`config.mk`:
```
export PLATFORM = sky130hd
export DESIGN_NAME = pfsr_status_regs
export DESIGN_NICKNAME = d
export VERILOG_FILES = /design/src/include/pfsr_pkg.sv /design/src/verilog/pfsr_status_regs.sv /design/src/verilog/pfsr_sticky_flag.sv
export SDC_FILE = /design/constraint.sdc
export NUM_CORES = 1
export LEC_CHECK = 0
export BUFFER_PORTS_ARGS = -buffer_cell sky130_fd_sc_hd__buf_2
export CAP_MARGIN = 40
export CORE_MARGIN = 8
export CORE_UTILIZATION = 45
export CTS_BUF_LIST = sky130_fd_sc_hd__clkbuf_4 sky130_fd_sc_hd__clkbuf_8
export DETAILED_ROUTE_END_ITERATION = 8
export PLACE_DENSITY = 0.77
export SETUP_SLACK_MARGIN = 0.02
export SLEW_MARGIN = 20
export SYNTH_ARGS = -nofsm -noshare
export SYNTH_HDL_FRONTEND = slang
export SYNTH_SLANG_ARGS = --single-unit
```
`constraint.sdc`:
```
create_clock -name clk -period 1.62 [get_ports clk]
set_input_delay 0.162 -clock clk [delete_from_list [all_inputs] [get_ports clk]]
set_output_delay 0.162 -clock clk [all_outputs]
set_load 0.005 [all_outputs]
```
`src/include/pfsr_pkg.sv`:
```
// pfsr_pkg.sv - register map, field positions and states of the port fault status block
`default_nettype none

package pfsr_pkg;

    // ----------------------------------------------------------------
    // register offsets
    // ----------------------------------------------------------------
    localparam logic [7:0] PFSR_ADDR_PIN_STATUS   = 8'h02;
    localparam logic [7:0] PFSR_ADDR_FAULT_STATUS = 8'h03;

    // ----------------------------------------------------------------
    // register widths and reset values
    // ----------------------------------------------------------------
    localparam int         PFSR_REG_W        = 8;
    localparam logic [7:0] PFSR_RESET_VALUE  = 8'h00;

    // ----------------------------------------------------------------
    // port_pin_status field positions
    // ----------------------------------------------------------------
    localparam int PFSR_PS_PORT2_ALERT  = 7;
    localparam int PFSR_PS_PORT1_ALERT  = 6;
    localparam int PFSR_PS_PORT2_CC     = 5;
    localparam int PFSR_PS_PORT1_CC     = 4;
    localparam int PFSR_PS_PORT2_ATTACH = 1;
    localparam int PFSR_PS_PORT1_ATTACH = 0;

    // ----------------------------------------------------------------
    // port1_fault_status field positions
    // ----------------------------------------------------------------
    localparam int PFSR_FS_ERROR       = 7;
    localparam int PFSR_FS_DISCHARGE   = 6;
    localparam int PFSR_FS_RESET_IND   = 5;
    localparam int PFSR_FS_LOW_BUS     = 4;
    localparam int PFSR_FS_THERMAL     = 3;
    localparam int PFSR_FS_SUPPLY_OV   = 2;
    localparam int PFSR_FS_BACK_BIAS   = 1;
    localparam int PFSR_FS_OVERCURRENT = 0;

    // number of latched flags below the error bit
    localparam int         PFSR_NUM_FLAGS  = 7;
    // latched flags that count as faults (reset indicator excluded)
    localparam logic [6:0] PFSR_FAULT_MASK = 7'h5F;

    // back-bias threshold, informative for the comparator feeding this block
    localparam int PFSR_BACK_BIAS_MV = 150;

    // ----------------------------------------------------------------
    // port 1 power state
    // ----------------------------------------------------------------
    typedef enum logic {
        PFSR_ST_ACTIVE,
        PFSR_ST_ERROR
    } pfsr_state_type;

endpackage

`default_nettype wire

```
`src/verilog/pfsr_status_regs.sv`:
```
// pfsr_status_regs.sv - live port status and latched port 1 fault status registers
`default_nettype none

// How it works
// - status bit 7 mirrors port 2 alert pin
// - status bit 6 mirrors port 1 alert pin
// - bits 5,4 show constant current per port
// - bits 1,0 read 1 while attach pins low
// - error bit reads 1 in Error state
// - writing error 0 rechecks, exits if clean
// - auto-recovery clears error once conditions gone
// - discharge failure sets discharge flag
// - reset indicator clears on read or enable toggle
// - low bus voltage sets keep-out flag
// - overtemperature sets thermal flag, enters Error
// - supply overvoltage sets flag, enters Error
// - bus above supplies by 150 mV sets flag
// - overcurrent needs both limit and region-2 minimum
// - fault flags clear on read if gone, or error clear
// - any fault flag asserts alert, enters Error
// - alert and error bit kept independent
// - host reaches single-byte registers via target engine

module pfsr_status_regs (
    input  wire logic       clk,
    input  wire logic       arst_n,
    // byte register port from the bus target engine
    input  wire logic [7:0] reg_addr,
    input  wire logic       reg_rd_stb,
    input  wire logic       reg_wr_stb,
    input  wire logic [7:0] reg_wdata,
    output logic [7:0]      reg_rdata_q,
    // live pin levels, 1 = alert pin asserted
    input  wire logic       port1_alert_level,
    input  wire logic       port2_alert_level,
    // live attach pin levels, 0 = pin driven low
    input  wire logic       port1_attach_level,
    input  wire logic       port2_attach_level,
    input  wire logic       port1_const_current,
    input  wire logic       port2_const_current,
    // fault conditions from the analog detectors, high while present
    input  wire logic       discharge_fail_cond,
    input  wire logic       low_bus_cond,
    input  wire logic       thermal_cond,
    input  wire logic       supply_ov_cond,
    input  wire logic       back_bias_cond,
    input  wire logic       over_limit_cond,
    input  wire logic       over_region2_cond,
    // control levels
    input  wire logic       port_power_enable_ctrl,
    input  wire logic       auto_recovery_en,
    // results
    output logic            port1_alert_req_q,
    output logic            port1_error_q
);

    // ----------------------------------------------------------------
    // decode of host accesses
    // ----------------------------------------------------------------
    logic rd_fault;
    logic wr_fault;
    logic err_write_zero;

    // single-byte accesses only; port_pin_status ignores writes
    assign rd_fault       = reg_rd_stb && (reg_addr == pfsr_pkg::PFSR_ADDR_FAULT_STATUS);
    assign wr_fault       = reg_wr_stb && (reg_addr == pfsr_pkg::PFSR_ADDR_FAULT_STATUS);
    assign err_write_zero = wr_fault && !reg_wdata[pfsr_pkg::PFSR_FS_ERROR];

    // ----------------------------------------------------------------
    // fault conditions
    // ----------------------------------------------------------------
    logic                              overcurrent_cond;
    logic [pfsr_pkg::PFSR_NUM_FLAGS-1:0] cond_vec;
    logic                              any_cond;

    // overcurrent only when both thresholds are exceeded
    assign overcurrent_cond = over_limit_cond && over_region2_cond;

    // causes lined up with the flag bit positions
    always_comb begin
        cond_vec = '0;
        cond_vec[pfsr_pkg::PFSR_FS_DISCHARGE]   = discharge_fail_cond;
        cond_vec[pfsr_pkg::PFSR_FS_LOW_BUS]     = low_bus_cond;
        cond_vec[pfsr_pkg::PFSR_FS_THERMAL]     = thermal_cond;
        cond_vec[pfsr_pkg::PFSR_FS_SUPPLY_OV]   = supply_ov_cond;
        cond_vec[pfsr_pkg::PFSR_FS_BACK_BIAS]   = back_bias_cond;
        cond_vec[pfsr_pkg::PFSR_FS_OVERCURRENT] = overcurrent_cond;
    end

    assign any_cond = |(cond_vec & pfsr_pkg::PFSR_FAULT_MASK);

    // ----------------------------------------------------------------
    // reset indicator source and power enable toggle
    // ----------------------------------------------------------------
    logic boot_done_q;
    logic boot_done_d;
    logic port_power_enable_ctrl_q;
    logic port_power_enable_ctrl_d;
    logic port_power_enable_ctrl_toggle;
    logic reset_seen;

    // first cycle after reset release raises the reset indicator
    always_comb begin
        boot_done_d = 1'b1;
        port_power_enable_ctrl_d    = port_power_enable_ctrl;
    end

    always_ff @(posedge clk or negedge arst_n) begin
        if (!arst_n) begin
            boot_done_q <= 1'b0;
            port_power_enable_ctrl_q    <= 1'b0;
        end else begin
            boot_done_q <= boot_done_d;
            port_power_enable_ctrl_q    <= port_power_enable_ctrl_d;
        end
    end

    assign reset_seen    = !boot_done_q;
    // enable edges are ignored in the boot cycle, the old value is not valid yet
    assign port_power_enable_ctrl_toggle = boot_done_q && (port_power_enable_ctrl_q != port_power_enable_ctrl);

    // ----------------------------------------------------------------
    // error state machine
    // ----------------------------------------------------------------
    pfsr_pkg::pfsr_state_type state_q;
    pfsr_pkg::pfsr_state_type state_d;
    logic                     err_clear;
    logic [pfsr_pkg::PFSR_NUM_FLAGS-1:0] flag_q;
    logic                     any_fault_flag;

    assign any_fault_flag = |(flag_q & pfsr_pkg::PFSR_FAULT_MASK);

    // next state and the clear pulse that wipes the fault flags
    always_comb begin
        state_d   = state_q;
        err_clear = 1'b0;
        case (state_q)
            pfsr_pkg::PFSR_ST_ACTIVE: begin
                if (any_fault_flag || any_cond) begin
                    state_d = pfsr_pkg::PFSR_ST_ERROR;
                end
            end
            pfsr_pkg::PFSR_ST_ERROR: begin
                if (err_write_zero && !any_cond) begin
                    state_d   = pfsr_pkg::PFSR_ST_ACTIVE;
                    err_clear = 1'b1;
                end else if (auto_recovery_en && !any_cond) begin
                    state_d   = pfsr_pkg::PFSR_ST_ACTIVE;
                    err_clear = 1'b1;
                end
            end
            default: begin
                state_d = pfsr_pkg::PFSR_ST_ACTIVE;
            end
        endcase
    end

    always_ff @(posedge clk or negedge arst_n) begin
        if (!arst_n) begin
            state_q <= pfsr_pkg::PFSR_ST_ACTIVE;
        end else begin
            state_q <= state_d;
        end
    end

    // ----------------------------------------------------------------
    // latched flags
    // ----------------------------------------------------------------
    genvar gi;
    generate
        for (gi = 0; gi < pfsr_pkg::PFSR_NUM_FLAGS; gi++) begin : g_flag
            if (gi == pfsr_pkg::PFSR_FS_RESET_IND) begin : g_rst
                // clears on any fault status read or enable toggle, untouched by error clear
                pfsr_sticky_flag u_flag (
                    .clk       (clk),
                    .arst_n    (arst_n),
                    .set_in    (reset_seen),
                    .cond_now  (1'b0),
                    .rd_clr    (rd_fault),
                    .force_clr (port_power_enable_ctrl_toggle),
                    .flag_q    (flag_q[gi])
                );
            end else begin : g_fault
                // condition present on a read keeps the flag set
                pfsr_sticky_flag u_flag (
                    .clk       (clk),
                    .arst_n    (arst_n),
                    .set_in    (cond_vec[gi]),
                    .cond_now  (cond_vec[gi]),
                    .rd_clr    (rd_fault),
                    .force_clr (err_clear),
                    .flag_q    (flag_q[gi])
                );
            end
        end
    endgenerate

    // ----------------------------------------------------------------
    // outputs: alert request and error level
    // ----------------------------------------------------------------
    logic alert_d;
    logic error_d;

    // alert follows the fault flags and the live fault conditions, error follows the state
    always_comb begin
        alert_d = |(flag_q & pfsr_pkg::PFSR_FAULT_MASK) || any_cond;
        error_d = (state_d == pfsr_pkg::PFSR_ST_ERROR);
    end

    always_ff @(posedge clk or negedge arst_n) begin
        if (!arst_n) begin
            port1_alert_req_q <= 1'b0;
            port1_error_q     <= 1'b0;
        end else begin
            port1_alert_req_q <= alert_d;
            port1_error_q     <= error_d;
        end
    end

    // ----------------------------------------------------------------
    // read data
    // ----------------------------------------------------------------
    logic [7:0] pin_status;
    logic [7:0] fault_status;
    logic [7:0] rdata_d;

    // live pin status; bits 3 and 2 stay zero
    always_comb begin
        pin_status = pfsr_pkg::PFSR_RESET_VALUE;
        pin_status[pfsr_pkg::PFSR_PS_PORT2_ALERT]  = port2_alert_level;
        pin_status[pfsr_pkg::PFSR_PS_PORT1_ALERT]  = port1_alert_level;
        pin_status[pfsr_pkg::PFSR_PS_PORT2_CC]     = port2_const_current;
        pin_status[pfsr_pkg::PFSR_PS_PORT1_CC]     = port1_const_current;
        pin_status[pfsr_pkg::PFSR_PS_PORT2_ATTACH] = !port2_attach_level;
        pin_status[pfsr_pkg::PFSR_PS_PORT1_ATTACH] = !port1_attach_level;
    end

    // fault status shows the value before any clear of this read
    always_comb begin
        fault_status = {(state_q == pfsr_pkg::PFSR_ST_ERROR), flag_q};
    end

    // unmapped addresses return zero
    always_comb begin
        rdata_d = reg_rdata_q;
        if (reg_rd_stb) begin
            case (reg_addr)
                pfsr_pkg::PFSR_ADDR_PIN_STATUS:   rdata_d = pin_status;
                pfsr_pkg::PFSR_ADDR_FAULT_STATUS: rdata_d = fault_status;
                default:                          rdata_d = pfsr_pkg::PFSR_RESET_VALUE;
            endcase
        end
    end

    always_ff @(posedge clk or negedge arst_n) begin
        if (!arst_n) begin
            reg_rdata_q <= pfsr_pkg::PFSR_RESET_VALUE;
        end else begin
            reg_rdata_q <= rdata_d;
        end
    end

endmodule // pfsr_status_regs

`default_nettype wire

```
`src/verilog/pfsr_sticky_flag.sv`:
```
// pfsr_sticky_flag.sv - one latched status flag, clear on read while its cause is gone
`default_nettype none

module pfsr_sticky_flag (
    input  wire logic clk,
    input  wire logic arst_n,
    input  wire logic set_in,
    input  wire logic cond_now,
    input  wire logic rd_clr,
    input  wire logic force_clr,
    output logic      flag_q
);

    logic flag_d;

    // set wins over any clear; read clears only when the cause is gone
    always_comb begin
        flag_d = flag_q;
        if ((rd_clr && !cond_now) || force_clr) begin
            flag_d = 1'b0;
        end
        if (set_in) begin
            flag_d = 1'b1;
        end
    end

    // flag register
    always_ff @(posedge clk or negedge arst_n) begin
        if (!arst_n) begin
            flag_q <= 1'b0;
        end else begin
            flag_q <= flag_d;
        end
    end

endmodule // pfsr_sticky_flag

`default_nettype wire

```
# [Word level (Yosys, flattened, before mapping)]
# Cells that the tools add are included.
[classes] n_mux=22 eq_ne=4 shift=0 bitwise=1 order_cmp=0 reduce_logical=39 addsub=0 n_mul=0 n_div=0
[op_table] op="$mux 1" count=20
[op_table] op="$eq 8x2->1 const B" count=2
[op_table] op="$pmux 8 s2" count=1
[op_table] op="$logic_and 1x1->1" count=13
[op_table] op="$reduce_bool 2->1" count=6
[op_table] op="$reduce_or 6->1" count=2
[op_table] op="$logic_not 1->1" count=10
[op_table] op="$logic_or 1x1->1" count=8
[op_table] op="$ne 2x1->1 const B" count=1
[op_table] op="$pmux 1 s2" count=1
[op_table] op="$ne 1x1->1" count=1
[op_table] op="$not 1->1" count=1
[word_totals] output_inout_bits=10 inputBits=35 n_memories=0 word_cells=78 ff_bits=19 mem_bits_rw=0 mem_bits_ro=0 latch_bits=0

# [Depth between registers and ports, before layout]
[logic_depth] word_depth=10 mapped_depth=5 ltp_nobuf=4

# [Modules after synthesis]
# A second synthesis with hierarchy kept.
[hier_totals] hier_cells=91 hier_area_um2=922.1
[by_module_without_submodules] mod="pfsr_status_regs" seq_area_each_um2=300.3 instances=1 area_per_inst_um2=615.6 cells_per_inst=63
[by_module_without_submodules] mod="pfsr_sticky_flag" seq_area_each_um2=25.0 instances=7 area_per_inst_um2=43.8 cells_per_inst=4

# [Worst setup path after synthesis]
# Ideal clock, no wire load.
[synth_path] path_type="flip-flop to flip-flop" start="register g_flag[2].g_fault.u_flag.flag_q" end="register port1_error_q" setup_ps=158 t_required_ps=1462 synth_period_minus_slack_ps=1322 setup_slack_ps=298 path_stages_with_launch=4 n_path_buf=0 t_arrival_ps=1164 cell_sequence="dfrtp_1 or4_1 nor3_1 o221ai_1"
[synth_between] elab_chain_len=4
[synth_rtl] item="from (decl)" line_no="pfsr_sticky_flag.sv:11" text="output logic flag_q"
[synth_rtl] item="from (signal assigned)" line_no="pfsr_sticky_flag.sv:32" text="flag_q <= flag_d;"
[synth_rtl] item="$reduce_or 6->1" line_no="pfsr_status_regs.sv:131" text="assign any_fault_flag = |(flag_q & pfsr_pkg::PFSR_FAULT_MASK);"
[synth_rtl] item="$logic_or 1x1->1" line_no="pfsr_status_regs.sv:139" text="if (any_fault_flag || any_cond) begin"
[synth_rtl] item="$mux 1" line_no="pfsr_status_regs.sv:139"
[synth_rtl] item="$pmux 1 s2" line_no="pfsr_status_regs.sv:137" text="case (state_q)"
[synth_rtl] item="named net error_d" line_no="pfsr_status_regs.sv:202" text="logic error_d;"
[synth_rtl] item="to (signal assigned)" line_no="pfsr_status_regs.sv:216" text="port1_error_q <= error_d;"
[synth_rtl] item="to (decl)" line_no="pfsr_status_regs.sv:54" text="output logic port1_error_q"
# The timed path passes the listed nets, and every way through them passes these cells.
# A chain may end at the register's enable or synchronous reset.

# [Worst setup path in the final report]
# Same ends and word-level chain as after synthesis.

==> results_tabular.tex <==
\begin{tabular}{lr}
\hline
Metric & Value \\
\hline
\multicolumn{2}{l}{\textbf{Final layout}} \\
Final Net Count & 141 \\
Syn-to-layout area delta & 31.7\% \\
Antenna fix cells & 0 \\
Most frequent standard cell in the layout excluding fill and tap cells & sky130\_fd\_sc\_hd\_\_buf\_2 \\
Most frequent cells in the layout & sky130\_fd\_sc\_hd\_\_buf\_2, sky130\_fd\_sc\_hd\_\_dfrtp\_1, sky130\_fd\_sc\_hd\_\_a22o\_1 \\
Share of layout cells above drive strength 1 & 0.486 \\
\multicolumn{2}{l}{\textbf{Drt}} \\
Antenna Violating Nets Remaining & 0 \\
Routed Wire Length & 2190 microns \\
Via-per-instance ratio & 5.36 \\
Total via count in the routed design & 697 \\
Number of iterations in the first detailed-routing pass & 4 \\
Detailed router's first-iteration violation count & 14 \\
Routed len/inst & 16.9 microns \\
\# DRC & 0 \\
\multicolumn{2}{l}{\textbf{Synthesis}} \\
Post-synthesis compound-gate area fraction & 0.241 \\
Combined area of all synthesized cells & 832 sq um \\
Count of different cell masters after synthesis & 26 \\
Combinational family with the most area after synthesis & compound AO/OA/AOI/OAI gates \\
Synth Area in Simple Gates & 0.159 \\
Number of storage elements in the synthesis netlist & 19 \\
Syn Inst Count & 62 \\
Number of nets in the synthesized netlist & 97 \\
Post-synthesis area per instance & 13.4 sq um \\
Xor and xnor area share after synthesis & 0.0105 \\
Count of warnings emitted by yosys & 0 \\
Proportion of synthesized area in mux cells & 0 \\
Synthesized-area fraction occupied by adder cells & 0 \\
Share of synthesized area occupied by flip-flops and latches & 0.571 \\
\multicolumn{2}{l}{\textbf{Floorplanning}} \\
Standard cell core area & 1730 sq um \\
Starting density of the core & 0.482 \\
Total die area & 3480 sq um \\
Height of the die & 59 microns \\
Ports & 45 \\
Number of rows in the core area & 15 \\
Horizontal extent of the die & 59 microns \\
\multicolumn{2}{l}{\textbf{Worst setup path}} \\
Critical Path Sink Type & register \\
Crit. path cell count & 3 \\
Signal arrival time at the worst endpoint & 1.63 ns \\
Buffers and inverters on the worst path & 0 \\
Largest stage delay on the critical path & 0.52 ns \\
Worst Path Max Fanout & 3 \\
Count of cells along the worst register-to-register path & 3 \\
Slack of the worst reg-to-reg path & 0.15 ns \\
Kind of start point of the critical path & register \\
Library cell contributing the largest single delay on the critical path & sky130\_fd\_sc\_hd\_\_or4\_1 \\
Cells along the critical path & or4\_1 -> nor3\_1 -> o221ai\_1 \\
Type of the worst setup path & register to register \\
Required @ worst endpoint & 1.78 ns \\
CP delay by family, top & simple AND/OR/NAND/NOR gates \\
\multicolumn{2}{l}{\textbf{Global route}} \\
Wire length of the first global-routing pass & 3570 microns \\
Total overflow reported by the global router & 0 \\
Antenna violations before repair & 0 \\
Pin count of the biggest net entering global routing & 20 \\
Total routing resource utilization after global routing & 0.135 \\
Via count of the first global-routing pass & 772 \\
\multicolumn{2}{l}{\textbf{Worst hold path}} \\
Path category of the worst min-delay check & input pin to register \\
Hold path cells & 2 \\
\multicolumn{2}{l}{\textbf{Clocking}} \\
Clk pin slew, worst setup/hold paths & 0.11 ns \\
Count of clock tree sinks & 19 \\
Resized Gates After CTS & 0 \\
Number of H-tree levels & 1 \\
Clk root buf & sky130\_fd\_sc\_hd\_\_clkbuf\_4 \\
Clock Path Buffers & 2 \\
Clock insertion delay at the later pin of the skew report & 0.29 ns \\
TritonCTS clock tree & yes \\
Number of buffers inserted during clock tree synthesis & 3 \\
\multicolumn{2}{l}{\textbf{Power}} \\
Power per standard cell area & 735 nW/um\^{}2 \\
Total chip power & 806 uW \\
Leakage component of the power & 0.000536 uW \\
Worst vdd rail ir drop & 0.598 mV \\
\multicolumn{2}{l}{\textbf{STA}} \\
Fin crit period & 1.47 ns \\
Slack of the critical path & 0.146 ns \\
Endpoints failing hold & 0 \\
Final cycle utilization of the critical path & 0.910 \\
Final Slew Violations & 0 \\
Final number of setup-violating endpoints & 0 \\
Worst clock skew on the final layout & 0.00469 ns \\
Achievable Freq & 0.678 GHz \\
RSZ-0062 raised after global routing & no \\
Setup TNS & 0 ns \\
Hold\_ws & 0.0585 ns \\
\multicolumn{2}{l}{\textbf{Place}} \\
Number of buffers inserted by port buffering & 37 \\
DP Wirelength & 1710 microns \\
Pre-CTS setup slack & 0.0719 ns \\
Final weighted congestion in routability-driven placement & 0.726 \\
\multicolumn{2}{l}{\textbf{Status}} \\
Status & finished clean \\
\multicolumn{2}{l}{\textbf{Job}} \\
Number of maximum-capacitance violations & 0 \\
\hline
\end{tabular}
## Yosys cell counts (all sizes together)
cell type,instances,area share
a211o,1,0.011
a21o,4,0.036
a221o,2,0.024
a22o,6,0.063
a31o,5,0.053
a31oi,1,0.026
a32o,1,0.012
and2,1,0.0075
and3b,1,0.011
and4,2,0.021
buf,1,0.0090
conb,1,0.0045
dfrtp,19,0.57
inv,1,0.0045
nand2,2,0.0090
nand2b,1,0.0075
nand3,2,0.027
nor2,2,0.0090
nor3,3,0.018
nor4,2,0.041
o21ai,1,0.0060
o221ai,1,0.011
or4,1,0.0090
xnor2,1,0.011
## metal layers
metal / global-route usage / wire length, microns / up-vias
met3: 0.0412 / 131 / 2
li1: - / - / 329
met5: 0 / 0 / -
met1: 0.158 / 941 / 346
met4: 0.0614 / 12 / 0
met2: 0.220 / 1110 / 20
## registers in the layout (all words and copies together), names as in the netlist
signal and count:
reg_rdata_q 8, g_flag.g_fault.u_flag.flag_q 6, boot_done_q 1, g_flag.g_rst.u_flag.flag_q 1
port1_alert_req_q 1, port1_error_q 1, port_power_enable_ctrl_q 1
## cell families after synthesis
| family | after synthesis |
|---|---|
| other cells | 1 |
| flops | 19 |
| simple gates | 17 |
| xor+xnor | 1 |
| compound gates | 22 |
| buf+inv | 2 |
## area by class of cell
class / instances / area [sq um]
well taps: 25 / 31.3
clock inverters: 1 / 5.00
inverters: 1 / 3.75
repair buffers: 40 / 213
clock buffers: 3 / 22.5
multi-input cells: 41 / 345
fillers: 172 / 631
flip-flops and latches: 19 / 475
## worst paths after layout
path	startpoint	end
max in group asynchronous	arst_n	g_flag[3].g_fault.u_flag.flag_q
min reg2reg	boot_done_q	g_flag[5].g_rst.u_flag.flag_q
max	g_flag[2].g_fault.u_flag.flag_q	port1_error_q
max reg2reg	g_flag[2].g_fault.u_flag.flag_q	port1_error_q
min in group asynchronous	arst_n	reg_rdata_q[7]
min	port2_alert_level	reg_rdata_q[7]
## through the flow
stage | instances | utilization | instance area [sq um]
after global placement | 124 | 0.607 | 1050
after global routing | 130 | 0.635 | 1100
after detailed placement | 124 | 0.607 | 1050
final | 130 | 0.635 | 1100
after CTS | 130 | 0.635 | 1100
after floorplan | 62 | - | 832
## where the power goes
group          switching (uW)  leakage (uW)  internal, uW
registers                5.23      0.000216           483
clock network             148     0.0000177          91.8
logic                    39.4      0.000302          38.7
## timing repair
action	in CTS	in global routing
setup buffers	0	0
endpoints found under the hold margin	20	0
hold buffers	2	0
Power figures use the tool's default switching activity.
